**src/rops_pkg.sv**
```systemverilog
// Constants for the remappable output pin select block
package rops_pkg;
	localparam int NUM_PINS = 32;
	localparam int SEL_W = 4;
	localparam int NUM_PERIPH = 12;
	localparam int ADDR_W = 16;
	localparam int DATA_W = 32;

	// Register byte offsets, one per pin, in pin index order
	localparam logic [ADDR_W-1:0] PIN_OFFSET [NUM_PINS] = '{
		16'hFB00, 16'hFB04, 16'hFB08, 16'hFB0C, 16'hFB10, 16'hFB20, 16'hFB24, 16'hFB2C,
		16'hFB30, 16'hFB34, 16'hFB38, 16'hFB3C, 16'hFB40, 16'hFB44, 16'hFB48, 16'hFB4C,
		16'hFB50, 16'hFB54, 16'hFB58, 16'hFB5C, 16'hFB60, 16'hFB64, 16'hFB68, 16'hFB6C,
		16'hFB70, 16'hFB74, 16'hFB78, 16'hFB7C, 16'hFB80, 16'hFB84, 16'hFB88, 16'hFB8C
	};

	// Code table group of each pin
	localparam logic [1:0] GRP_ONE = 2'h0;
	localparam logic [1:0] GRP_TWO = 2'h1;
	localparam logic [1:0] GRP_THREE = 2'h2;
	localparam logic [1:0] GRP_FOUR = 2'h3;
	localparam logic [1:0] PIN_GROUP [NUM_PINS] = '{
		2'h0, 2'h1, 2'h2, 2'h3, 2'h2, 2'h1, 2'h1, 2'h3,
		2'h1, 2'h2, 2'h0, 2'h0, 2'h1, 2'h2, 2'h0, 2'h0,
		2'h0, 2'h0, 2'h0, 2'h1, 2'h1, 2'h1, 2'h2, 2'h2,
		2'h2, 2'h2, 2'h3, 2'h3, 2'h3, 2'h3, 2'h3, 2'h3
	};

	// Pins whose register exists only in the largest package
	localparam logic [NUM_PINS-1:0] PIN_LARGE_ONLY = 32'h0000_0060;

	// Selection codes
	localparam logic [SEL_W-1:0] CODE_NO_CONNECT = 4'h0;
	localparam logic [SEL_W-1:0] CODE_G1_UART1_TX = 4'h1;
	localparam logic [SEL_W-1:0] CODE_G1_UART2_RTS = 4'h2;
	localparam logic [SEL_W-1:0] CODE_G1_SPI1_SS = 4'h3;
	localparam logic [SEL_W-1:0] CODE_G1_CMP2 = 4'h7;
	localparam logic [SEL_W-1:0] CODE_G23_SPI1_SDO = 4'h3;
	localparam logic [SEL_W-1:0] CODE_G23_SPI2_SDO = 4'h4;
	localparam logic [SEL_W-1:0] CODE_G2_OUTCMP2 = 4'h5;
	localparam logic [SEL_W-1:0] CODE_G3_OUTCMP4 = 4'h5;
	localparam logic [SEL_W-1:0] CODE_G4_SPI2_SS = 4'h4;
	localparam logic [SEL_W-1:0] CODE_G4_OUTCMP3 = 4'h5;
	localparam logic [SEL_W-1:0] CODE_G4_CMP1 = 4'h7;

	// Bit positions of the peripheral outputs in the routing vector
	localparam int PER_UART1_TX = 0;
	localparam int PER_UART2_RTS = 1;
	localparam int PER_SPI1_SS = 2;
	localparam int PER_SPI2_SS = 3;
	localparam int PER_SPI1_SDO = 4;
	localparam int PER_SPI2_SDO = 5;
	localparam int PER_OUTCMP2 = 6;
	localparam int PER_OUTCMP3 = 7;
	localparam int PER_OUTCMP4 = 8;
	localparam int PER_CMP1 = 9;
	localparam int PER_CMP2 = 10;

	localparam logic [1:0] RESP_OKAY = 2'h0;
	localparam logic [1:0] RESP_SLVERR = 2'h2;
	localparam logic [DATA_W-1:0] REG_RESET = 32'h0000_0000;
endpackage : rops_pkg

```
**src/rops_route_if.sv**
```systemverilog
// Selection fields and peripheral outputs passed from the register file to the router
`timescale 1ns/100ps
`default_nettype none
interface rops_route_if;
	logic [rops_pkg::SEL_W-1:0] sel [rops_pkg::NUM_PINS];
	logic [rops_pkg::NUM_PERIPH-1:0] periph;
	modport ctrl (output sel, output periph);
	modport router (input sel, input periph);
endinterface : rops_route_if
`default_nettype wire

```
**src/rops_pin_router.sv**
```systemverilog
// Per-pin output multiplexer with registered pin level and drive enable
`timescale 1ns/100ps
`default_nettype none
module rops_pin_router (
	input wire logic aclk,
	input wire logic aresetn,
	input wire logic ce,
	rops_route_if.router route,
	output logic [rops_pkg::NUM_PINS-1:0] pin_out,
	output logic [rops_pkg::NUM_PINS-1:0] pin_drive
);
	genvar gi;
	generate
		for (gi = 0; gi < rops_pkg::NUM_PINS; gi++)
		begin : g_pin
			logic next_drive;
			logic next_level;
			always_comb
			begin
				next_drive = 1'b1;
				next_level = 1'b0;
				unique case (rops_pkg::PIN_GROUP[gi])
					rops_pkg::GRP_ONE:
					begin
						unique case (route.sel[gi])
							rops_pkg::CODE_G1_UART1_TX: next_level = route.periph[rops_pkg::PER_UART1_TX];
							rops_pkg::CODE_G1_UART2_RTS: next_level = route.periph[rops_pkg::PER_UART2_RTS];
							rops_pkg::CODE_G1_SPI1_SS: next_level = route.periph[rops_pkg::PER_SPI1_SS];
							rops_pkg::CODE_G1_CMP2: next_level = route.periph[rops_pkg::PER_CMP2];
							default: next_drive = 1'b0;
						endcase
					end
					rops_pkg::GRP_TWO:
					begin
						unique case (route.sel[gi])
							rops_pkg::CODE_G23_SPI1_SDO: next_level = route.periph[rops_pkg::PER_SPI1_SDO];
							rops_pkg::CODE_G23_SPI2_SDO: next_level = route.periph[rops_pkg::PER_SPI2_SDO];
							rops_pkg::CODE_G2_OUTCMP2: next_level = route.periph[rops_pkg::PER_OUTCMP2];
							default: next_drive = 1'b0;
						endcase
					end
					rops_pkg::GRP_THREE:
					begin
						unique case (route.sel[gi])
							rops_pkg::CODE_G23_SPI1_SDO: next_level = route.periph[rops_pkg::PER_SPI1_SDO];
							rops_pkg::CODE_G23_SPI2_SDO: next_level = route.periph[rops_pkg::PER_SPI2_SDO];
							rops_pkg::CODE_G3_OUTCMP4: next_level = route.periph[rops_pkg::PER_OUTCMP4];
							default: next_drive = 1'b0;
						endcase
					end
					rops_pkg::GRP_FOUR:
					begin
						unique case (route.sel[gi])
							rops_pkg::CODE_G4_SPI2_SS: next_level = route.periph[rops_pkg::PER_SPI2_SS];
							rops_pkg::CODE_G4_OUTCMP3: next_level = route.periph[rops_pkg::PER_OUTCMP3];
							rops_pkg::CODE_G4_CMP1: next_level = route.periph[rops_pkg::PER_CMP1];
							default: next_drive = 1'b0;
						endcase
					end
				endcase
			end

			// Registered so that pins never glitch through the decode
			always_ff @(posedge aclk)
			begin
				if (!aresetn)
				begin
					pin_out[gi] <= 1'b0;
					pin_drive[gi] <= 1'b0;
				end
				else if (ce)
				begin
					pin_out[gi] <= next_level;
					pin_drive[gi] <= next_drive;
				end
			end
		end
	endgenerate
endmodule : rops_pin_router
`default_nettype wire

```
**src/rops_pin_select.sv**
```systemverilog
// Remappable output pin select: AXI4-Lite register file and pin routing
// Overview of operation
// - Group one: 0001 UART1 TX, 0010 UART2 RTS
// - Group one: 0011 SPI1 SS, 0111 CMP2
// - Group two: SPI1 data, SPI2 data, compare two
// - Group three: SPI1 data, SPI2 data, compare four
// - Group four: SPI2 select, compare three, comparator one
// - One word each, upper bits zero, reset zero
// - Two high port A pins only in large package
//
// The AXI4-Lite interface to the registers is this design's own decision.
`timescale 1ns/100ps
`default_nettype none
module rops_pin_select #(
	parameter bit LARGE_PACKAGE = 1'b1
) (
	input wire logic aclk,
	input wire logic aresetn,
	input wire logic ce,
	input wire logic [rops_pkg::ADDR_W-1:0] s_axi_awaddr,
	input wire logic [2:0] s_axi_awprot,
	input wire logic s_axi_awvalid,
	output logic s_axi_awready,
	input wire logic [rops_pkg::DATA_W-1:0] s_axi_wdata,
	input wire logic [3:0] s_axi_wstrb,
	input wire logic s_axi_wvalid,
	output logic s_axi_wready,
	output logic [1:0] s_axi_bresp,
	output logic s_axi_bvalid,
	input wire logic s_axi_bready,
	input wire logic [rops_pkg::ADDR_W-1:0] s_axi_araddr,
	input wire logic [2:0] s_axi_arprot,
	input wire logic s_axi_arvalid,
	output logic s_axi_arready,
	output logic [rops_pkg::DATA_W-1:0] s_axi_rdata,
	output logic [1:0] s_axi_rresp,
	output logic s_axi_rvalid,
	input wire logic s_axi_rready,
	input wire logic uart_one_transmit_out,
	input wire logic uart_two_request_to_send_out,
	input wire logic spi_one_slave_select_out,
	input wire logic spi_two_slave_select_out,
	input wire logic spi_one_serial_data_out,
	input wire logic spi_two_serial_data_out,
	input wire logic output_compare_two,
	input wire logic output_compare_three,
	input wire logic output_compare_four,
	input wire logic comparator_one_output,
	input wire logic comparator_two_output,
	output logic [rops_pkg::NUM_PINS-1:0] pin_out,
	output logic [rops_pkg::NUM_PINS-1:0] pin_drive
);
	localparam int IDX_W = $clog2(rops_pkg::NUM_PINS);

	rops_route_if route ();

	logic aw_held;
	logic [rops_pkg::ADDR_W-1:0] aw_addr;
	logic w_held;
	logic [rops_pkg::SEL_W-1:0] w_field;
	logic w_lane0;
	logic [rops_pkg::SEL_W-1:0] sel [rops_pkg::NUM_PINS];
	logic wr_hit;
	logic [IDX_W-1:0] wr_idx;
	logic rd_hit;
	logic [IDX_W-1:0] rd_idx;
	logic do_write;

	// Returns whether an offset names an implemented register
	function automatic logic reg_hit(input logic [rops_pkg::ADDR_W-1:0] addr);
		logic hit;
		hit = 1'b0;
		for (int i = 0; i < rops_pkg::NUM_PINS; i++)
		begin
			if (addr == rops_pkg::PIN_OFFSET[i] && (LARGE_PACKAGE || !rops_pkg::PIN_LARGE_ONLY[i]))
			begin
				hit = 1'b1;
			end
		end
		return hit;
	endfunction : reg_hit

	function automatic logic [IDX_W-1:0] reg_index(input logic [rops_pkg::ADDR_W-1:0] addr);
		logic [IDX_W-1:0] idx;
		idx = '0;
		for (int i = 0; i < rops_pkg::NUM_PINS; i++)
		begin
			if (addr == rops_pkg::PIN_OFFSET[i])
			begin
				idx = IDX_W'(i);
			end
		end
		return idx;
	endfunction : reg_index

	always_comb
	begin
		wr_hit = reg_hit(aw_addr);
		wr_idx = reg_index(aw_addr);
		rd_hit = reg_hit(s_axi_araddr);
		rd_idx = reg_index(s_axi_araddr);
	end

	assign do_write = aw_held && w_held && !s_axi_bvalid;

	// Write address channel
	always_ff @(posedge aclk)
	begin
		if (!aresetn)
		begin
			aw_held <= 1'b0;
			aw_addr <= '0;
			s_axi_awready <= 1'b1;
		end
		else if (ce)
		begin
			if (s_axi_awvalid && s_axi_awready)
			begin
				aw_held <= 1'b1;
				aw_addr <= s_axi_awaddr;
				s_axi_awready <= 1'b0;
			end
			else if (s_axi_bvalid && s_axi_bready)
			begin
				aw_held <= 1'b0;
				s_axi_awready <= 1'b1;
			end
		end
	end

	// Write data channel; only byte lane 0 carries field bits
	always_ff @(posedge aclk)
	begin
		if (!aresetn)
		begin
			w_held <= 1'b0;
			w_field <= '0;
			w_lane0 <= 1'b0;
			s_axi_wready <= 1'b1;
		end
		else if (ce)
		begin
			if (s_axi_wvalid && s_axi_wready)
			begin
				w_held <= 1'b1;
				w_field <= s_axi_wdata[rops_pkg::SEL_W-1:0];
				w_lane0 <= s_axi_wstrb[0];
				s_axi_wready <= 1'b0;
			end
			else if (s_axi_bvalid && s_axi_bready)
			begin
				w_held <= 1'b0;
				s_axi_wready <= 1'b1;
			end
		end
	end

	// Write response, one cycle after both halves are held
	always_ff @(posedge aclk)
	begin
		if (!aresetn)
		begin
			s_axi_bvalid <= 1'b0;
			s_axi_bresp <= rops_pkg::RESP_OKAY;
		end
		else if (ce)
		begin
			if (do_write)
			begin
				s_axi_bvalid <= 1'b1;
				s_axi_bresp <= wr_hit ? rops_pkg::RESP_OKAY : rops_pkg::RESP_SLVERR;
			end
			else if (s_axi_bvalid && s_axi_bready)
			begin
				s_axi_bvalid <= 1'b0;
			end
		end
	end

	// Selection fields
	always_ff @(posedge aclk)
	begin
		if (!aresetn)
		begin
			for (int i = 0; i < rops_pkg::NUM_PINS; i++)
			begin
				sel[i] <= rops_pkg::REG_RESET[rops_pkg::SEL_W-1:0];
			end
		end
		else if (ce && do_write && wr_hit && w_lane0)
		begin
			sel[wr_idx] <= w_field;
		end
	end

	// Read channel; absent and unmapped offsets answer SLVERR with zero data
	always_ff @(posedge aclk)
	begin
		if (!aresetn)
		begin
			s_axi_arready <= 1'b1;
			s_axi_rvalid <= 1'b0;
			s_axi_rdata <= rops_pkg::REG_RESET;
			s_axi_rresp <= rops_pkg::RESP_OKAY;
		end
		else if (ce)
		begin
			if (s_axi_arvalid && s_axi_arready)
			begin
				s_axi_arready <= 1'b0;
				s_axi_rvalid <= 1'b1;
				s_axi_rresp <= rd_hit ? rops_pkg::RESP_OKAY : rops_pkg::RESP_SLVERR;
				s_axi_rdata <= rd_hit ? {{(rops_pkg::DATA_W-rops_pkg::SEL_W){1'b0}}, sel[rd_idx]}
					: rops_pkg::REG_RESET;
			end
			else if (s_axi_rvalid && s_axi_rready)
			begin
				s_axi_rvalid <= 1'b0;
				s_axi_arready <= 1'b1;
			end
		end
	end

	// Absent registers keep their pins disconnected: their fields are never written
	always_comb
	begin
		for (int i = 0; i < rops_pkg::NUM_PINS; i++)
		begin
			route.sel[i] = sel[i];
		end
		route.periph = '0;
		route.periph[rops_pkg::PER_UART1_TX] = uart_one_transmit_out;
		route.periph[rops_pkg::PER_UART2_RTS] = uart_two_request_to_send_out;
		route.periph[rops_pkg::PER_SPI1_SS] = spi_one_slave_select_out;
		route.periph[rops_pkg::PER_SPI2_SS] = spi_two_slave_select_out;
		route.periph[rops_pkg::PER_SPI1_SDO] = spi_one_serial_data_out;
		route.periph[rops_pkg::PER_SPI2_SDO] = spi_two_serial_data_out;
		route.periph[rops_pkg::PER_OUTCMP2] = output_compare_two;
		route.periph[rops_pkg::PER_OUTCMP3] = output_compare_three;
		route.periph[rops_pkg::PER_OUTCMP4] = output_compare_four;
		route.periph[rops_pkg::PER_CMP1] = comparator_one_output;
		route.periph[rops_pkg::PER_CMP2] = comparator_two_output;
	end

	rops_pin_router u_router (
		.aclk(aclk),
		.aresetn(aresetn),
		.ce(ce),
		.route(route.router),
		.pin_out(pin_out),
		.pin_drive(pin_drive)
	);
endmodule : rops_pin_select
`default_nettype wire

```
**config.mk**
```make
export PLATFORM = sky130hd
export DESIGN_NAME = rops_pin_select
export DESIGN_NICKNAME = d
export VERILOG_FILES = /design/src/rops_pkg.sv /design/src/rops_route_if.sv /design/src/rops_pin_router.sv /design/src/rops_pin_select.sv
export SDC_FILE = /design/constraint.sdc
export NUM_CORES = 1
export LEC_CHECK = 0
export ABC_AREA = 1
export BUFFER_PORTS_ARGS = -buffer_cell sky130_fd_sc_hd__clkbuf_2
export CAP_MARGIN = 20
export CORE_UTILIZATION = 60
export CTS_BUF_LIST = sky130_fd_sc_hd__clkbuf_2 sky130_fd_sc_hd__clkbuf_4 sky130_fd_sc_hd__clkbuf_8
export DETAILED_ROUTE_END_ITERATION = 7
export PLACE_DENSITY_LB_ADDON = 0.1
export SLEW_MARGIN = 40
export SYNTH_ARGS = -nofsm -noshare
export SYNTH_HDL_FRONTEND = slang
export SYNTH_SLANG_ARGS = --single-unit
export TNS_END_PERCENT = 30
```
**constraint.sdc**
```tcl
create_clock -name aclk -period 7.4 [get_ports aclk]
set_input_delay 0.37 -clock aclk [delete_from_list [all_inputs] [get_ports aclk]]
set_output_delay 0.37 -clock aclk [all_outputs]
set_load 0.05 [all_outputs]
```
==> flow_summary.yaml <==
synthesis:
  async_reset_ff_share_pct: 0
  synth_top_family_by_area: "simple AND/OR/NAND/NOR gates"
  synth_commonest_cells: "nand2_1, nor2_1, nand3_1"
  syn_area_um2: 12300
  yosys.area.top_type: "edfxtp_1"
  synth-simple-area-share_pct: 33.10
  yosys.cell_count.top_type: "nand2_1"
  yosysSeqAreaShare_pct: 47.18
  synth_compound_area_share_pct: 10.43
  postSynthCellCount: 1629
  synth-edff-count: 128
  netlist_top_cells_area: "edfxtp_1, dfxtp_1, nand2_1"
  ys.flop_type: "edfxtp_1"
  avgSynthCellArea_um2: 7.553
  yosys_warnings: 0
  ys_types: 47
  synth_xor_area_share_pct: 0
  synth-seq-cells: 226
  synthAdderAreaFrac_pct: 0
  synthMuxAreaShare_pct: 0
  synth_top_cell_area_share_pct: 31.24
grt:
  grt_max_degree: 74
  gr-total-overflow: 0
  grt_first_pass_wirelength_um: 51980
  grt_usage_pct: 30.75
  antenna_found_initial: 0
  grt_pass1_vias: 10425
clocking:
  cts_tree: "done"
  numCtsBuffers: 38
  path_clk_slew_ps: 50
  cts_root_buffer: "clkbuf_8"
  cts_setup_buffers: 0
  cts_hold_buf: 0
  clk_latency_ps: 540
  cts.path.max_buffers: 3
  clkSinkCount: 226
  ctsResizeCount: 0
  htreeDepth: 2
routing:
  wirelength_um: 32430
  drc: 0
  vias: 11478
  ant_nets: 0
  first_pass_iters: 6
  wl_per_cell_um: 15.98
  drtIter0Drc: 1004
  viasPerCell: 5.657
worst_setup_path:
  worst_ep_arrival_time_ps: 3630
  criticalPathCategory: "primary input to flop"
  worstSetupEndpointType: "flop"
  worst_path_dominant_cell_family: "simple AND/OR/NAND/NOR gates"
  crit_path_top_delay_cell: "nand4_4"
  cp_max_fo: 59
  worstPathRequired_ps: 7760
  cp_slowest_stage_delay_ps: 570
  cp_cell_sequence: "clkbuf_2, nand2_1, inv_1, nand2_2, clkinv_1, nand3_2, buf_4, nand4_4, buf_4, nand2_1, nand3_1, nand3_1, nand3_1, nand2_1, nand2_1, nand3_1, a21oi_1"
  start_kind: "primary input"
  critical_path_buf_inv_count: 5
cells_and_area:
  drive_gt1_share_pct: 15.46
  area_growth_pct: 11.92
  diodes: 0
  final_nets: 1823
sta:
  timing.final.max_slew_violations: 0
  rsz0062_at_grt: "no"
  setup_viol: 0
  hold_viol_final: 0
  worst_pin_slew_ps: 790.4
  slew_headroom_pct: 47.31
  finalCriticalPeriod_ps: 3266
  post-route-period-util_pct: 44.14
  setup_tns_ps: 0
  clock_skew_ps: 25.61
  fmax_mhz: 306.2
  whs_ps: 120.6
placed_design:
  portBuffers: 130
  place.gp.congestion: 0.9265
  hpwl_um: 22440
die:
  dieArea_um2: 21080
  core_area_um2: 20170
  dieWidth_um: 145.2
  io_pins: 198
  row_count: 52
  start_util_pct: 61.00
  die_y_um: 145.2
pwr:
  leakage_nw: 5.666
  p_per_area_nw_per_um2: 206.4
  ir_drop_mv: 0.1557
status:
  outcome: "finished clean"
flow_run:
  cap_violations: 0
hold_path:
  hp-class: "primary input to flop"
## layer usage
layer / part of all wire [%] / vias to the layer above / track usage [%]
li1: - / 5634 / -
met2: 47 / 497 / 52.04
met1: 43 / 5299 / 40.68
met5: 0 / - / 0
met4: 2.1 / 0 / 9.526
met3: 8.0 / 48 / 4.591
## where the power goes
group	internal, mW	leakage, nW	total [mW]	switching [mW]
logic	0.0653	3.18	0.291	0.226
registers	1.38	2.06	1.42	0.0378
clock network	0.653	0.430	1.14	0.483
## tightest hold or removal path, cell delays in order
cell and delay [ps]:
clkbuf_2 70, o21ai_0 70, a21oi_1 100
## layout by cell type (no fill, tap or decap), types with 3 or more instances in the layout
cell / instances
a211oi_1: 3
a21oi_1: 100
a22o_1: 3
a32oi_1: 3
buf_4: 15
clkbuf_2: 130
clkbuf_4: 24
clkbuf_8: 43
conb_1: 30
dfxtp_1: 98
edfxtp_1: 128
inv_1: 144
inv_2: 7
nand2_1: 354
nand2_2: 15
nand3_1: 212
nand4_1: 27
nor2_1: 217
nor2_2: 7
nor3_1: 40
nor3_2: 9
nor4_1: 9
nor4_4: 5
o2111ai_1: 4
o21ai_0: 76
o22ai_1: 7
o311ai_0: 6
o31ai_1: 10
or2_2: 4
## cells by family after synthesis
kind of cell,count (synthesis)
buffers and inverters,265
DFF,226
other,1
and+or+nand+nor,910
AOI/OAI and AO/OA,227
## through the flow
step / utilization, % / cells / area (µm²) / total power [mW] / worst slack, ps
finish: 68.28 / 2029 / 13770 / 2.843 / 4134
global route: 68.28 / 2029 / 13770 / 2.943 / 3894
CTS: 68.28 / 2029 / 13770 / 2.856 / 4198
detailed placement: 64.34 / 1960 / 12980 / 1.730 / 3665
global placement: 64.22 / 1960 / 12950 / 1.724 / 3228
floorplan: - / 1658 / 12410 / 1.657 / 4786
## state kept, by name (all words and copies together) (netlist names), 4 cells and up
| signal | flops |
|---|---|
| aw_addr | 16 |
| u_router.pin_drive | 32 |
| u_router.pin_out | 32 |
| s_axi_rdata | 4 |
| sel | 128 |
| w_field | 4 |
## worst paths after layout
| path | start | end | slack (ps) | depth (start not counted) |
|---|---|---|---|---|
| min | s_axi_wstrb[0] | w_lane0$_SDFFE_PN0P_ | 120 | 3 |
| max reg2reg | aw_addr[11]$_SDFFE_PN0P_ | sel[29][1]$_SDFFCE_PN0P_ | 4240 | 12 |
| min reg2reg | aw_addr[1]$_SDFFE_PN0P_ | aw_addr[1]$_SDFFE_PN0P_ | 450 | 2 |
| max | s_axi_araddr[3] | s_axi_rdata[0]$_SDFFE_PN0P_ | 4130 | 17 |
## layout make-up
| class | count | area (µm²) |
|---|---|---|
| Fill cell | 1706 | 6399 |
| Multi-Input combinational cell | 1167 | 5500 |
| Clock inverter | 2 | 21.27 |
| Sequential cell | 226 | 5806 |
| Timing Repair Buffer | 145 | 763.2 |
| Inverter | 152 | 570.5 |
| Clock buffer | 67 | 772.0 |
| Tap cell | 270 | 337.8 |
No activity file was read; power rests on OpenSTA's default activity.
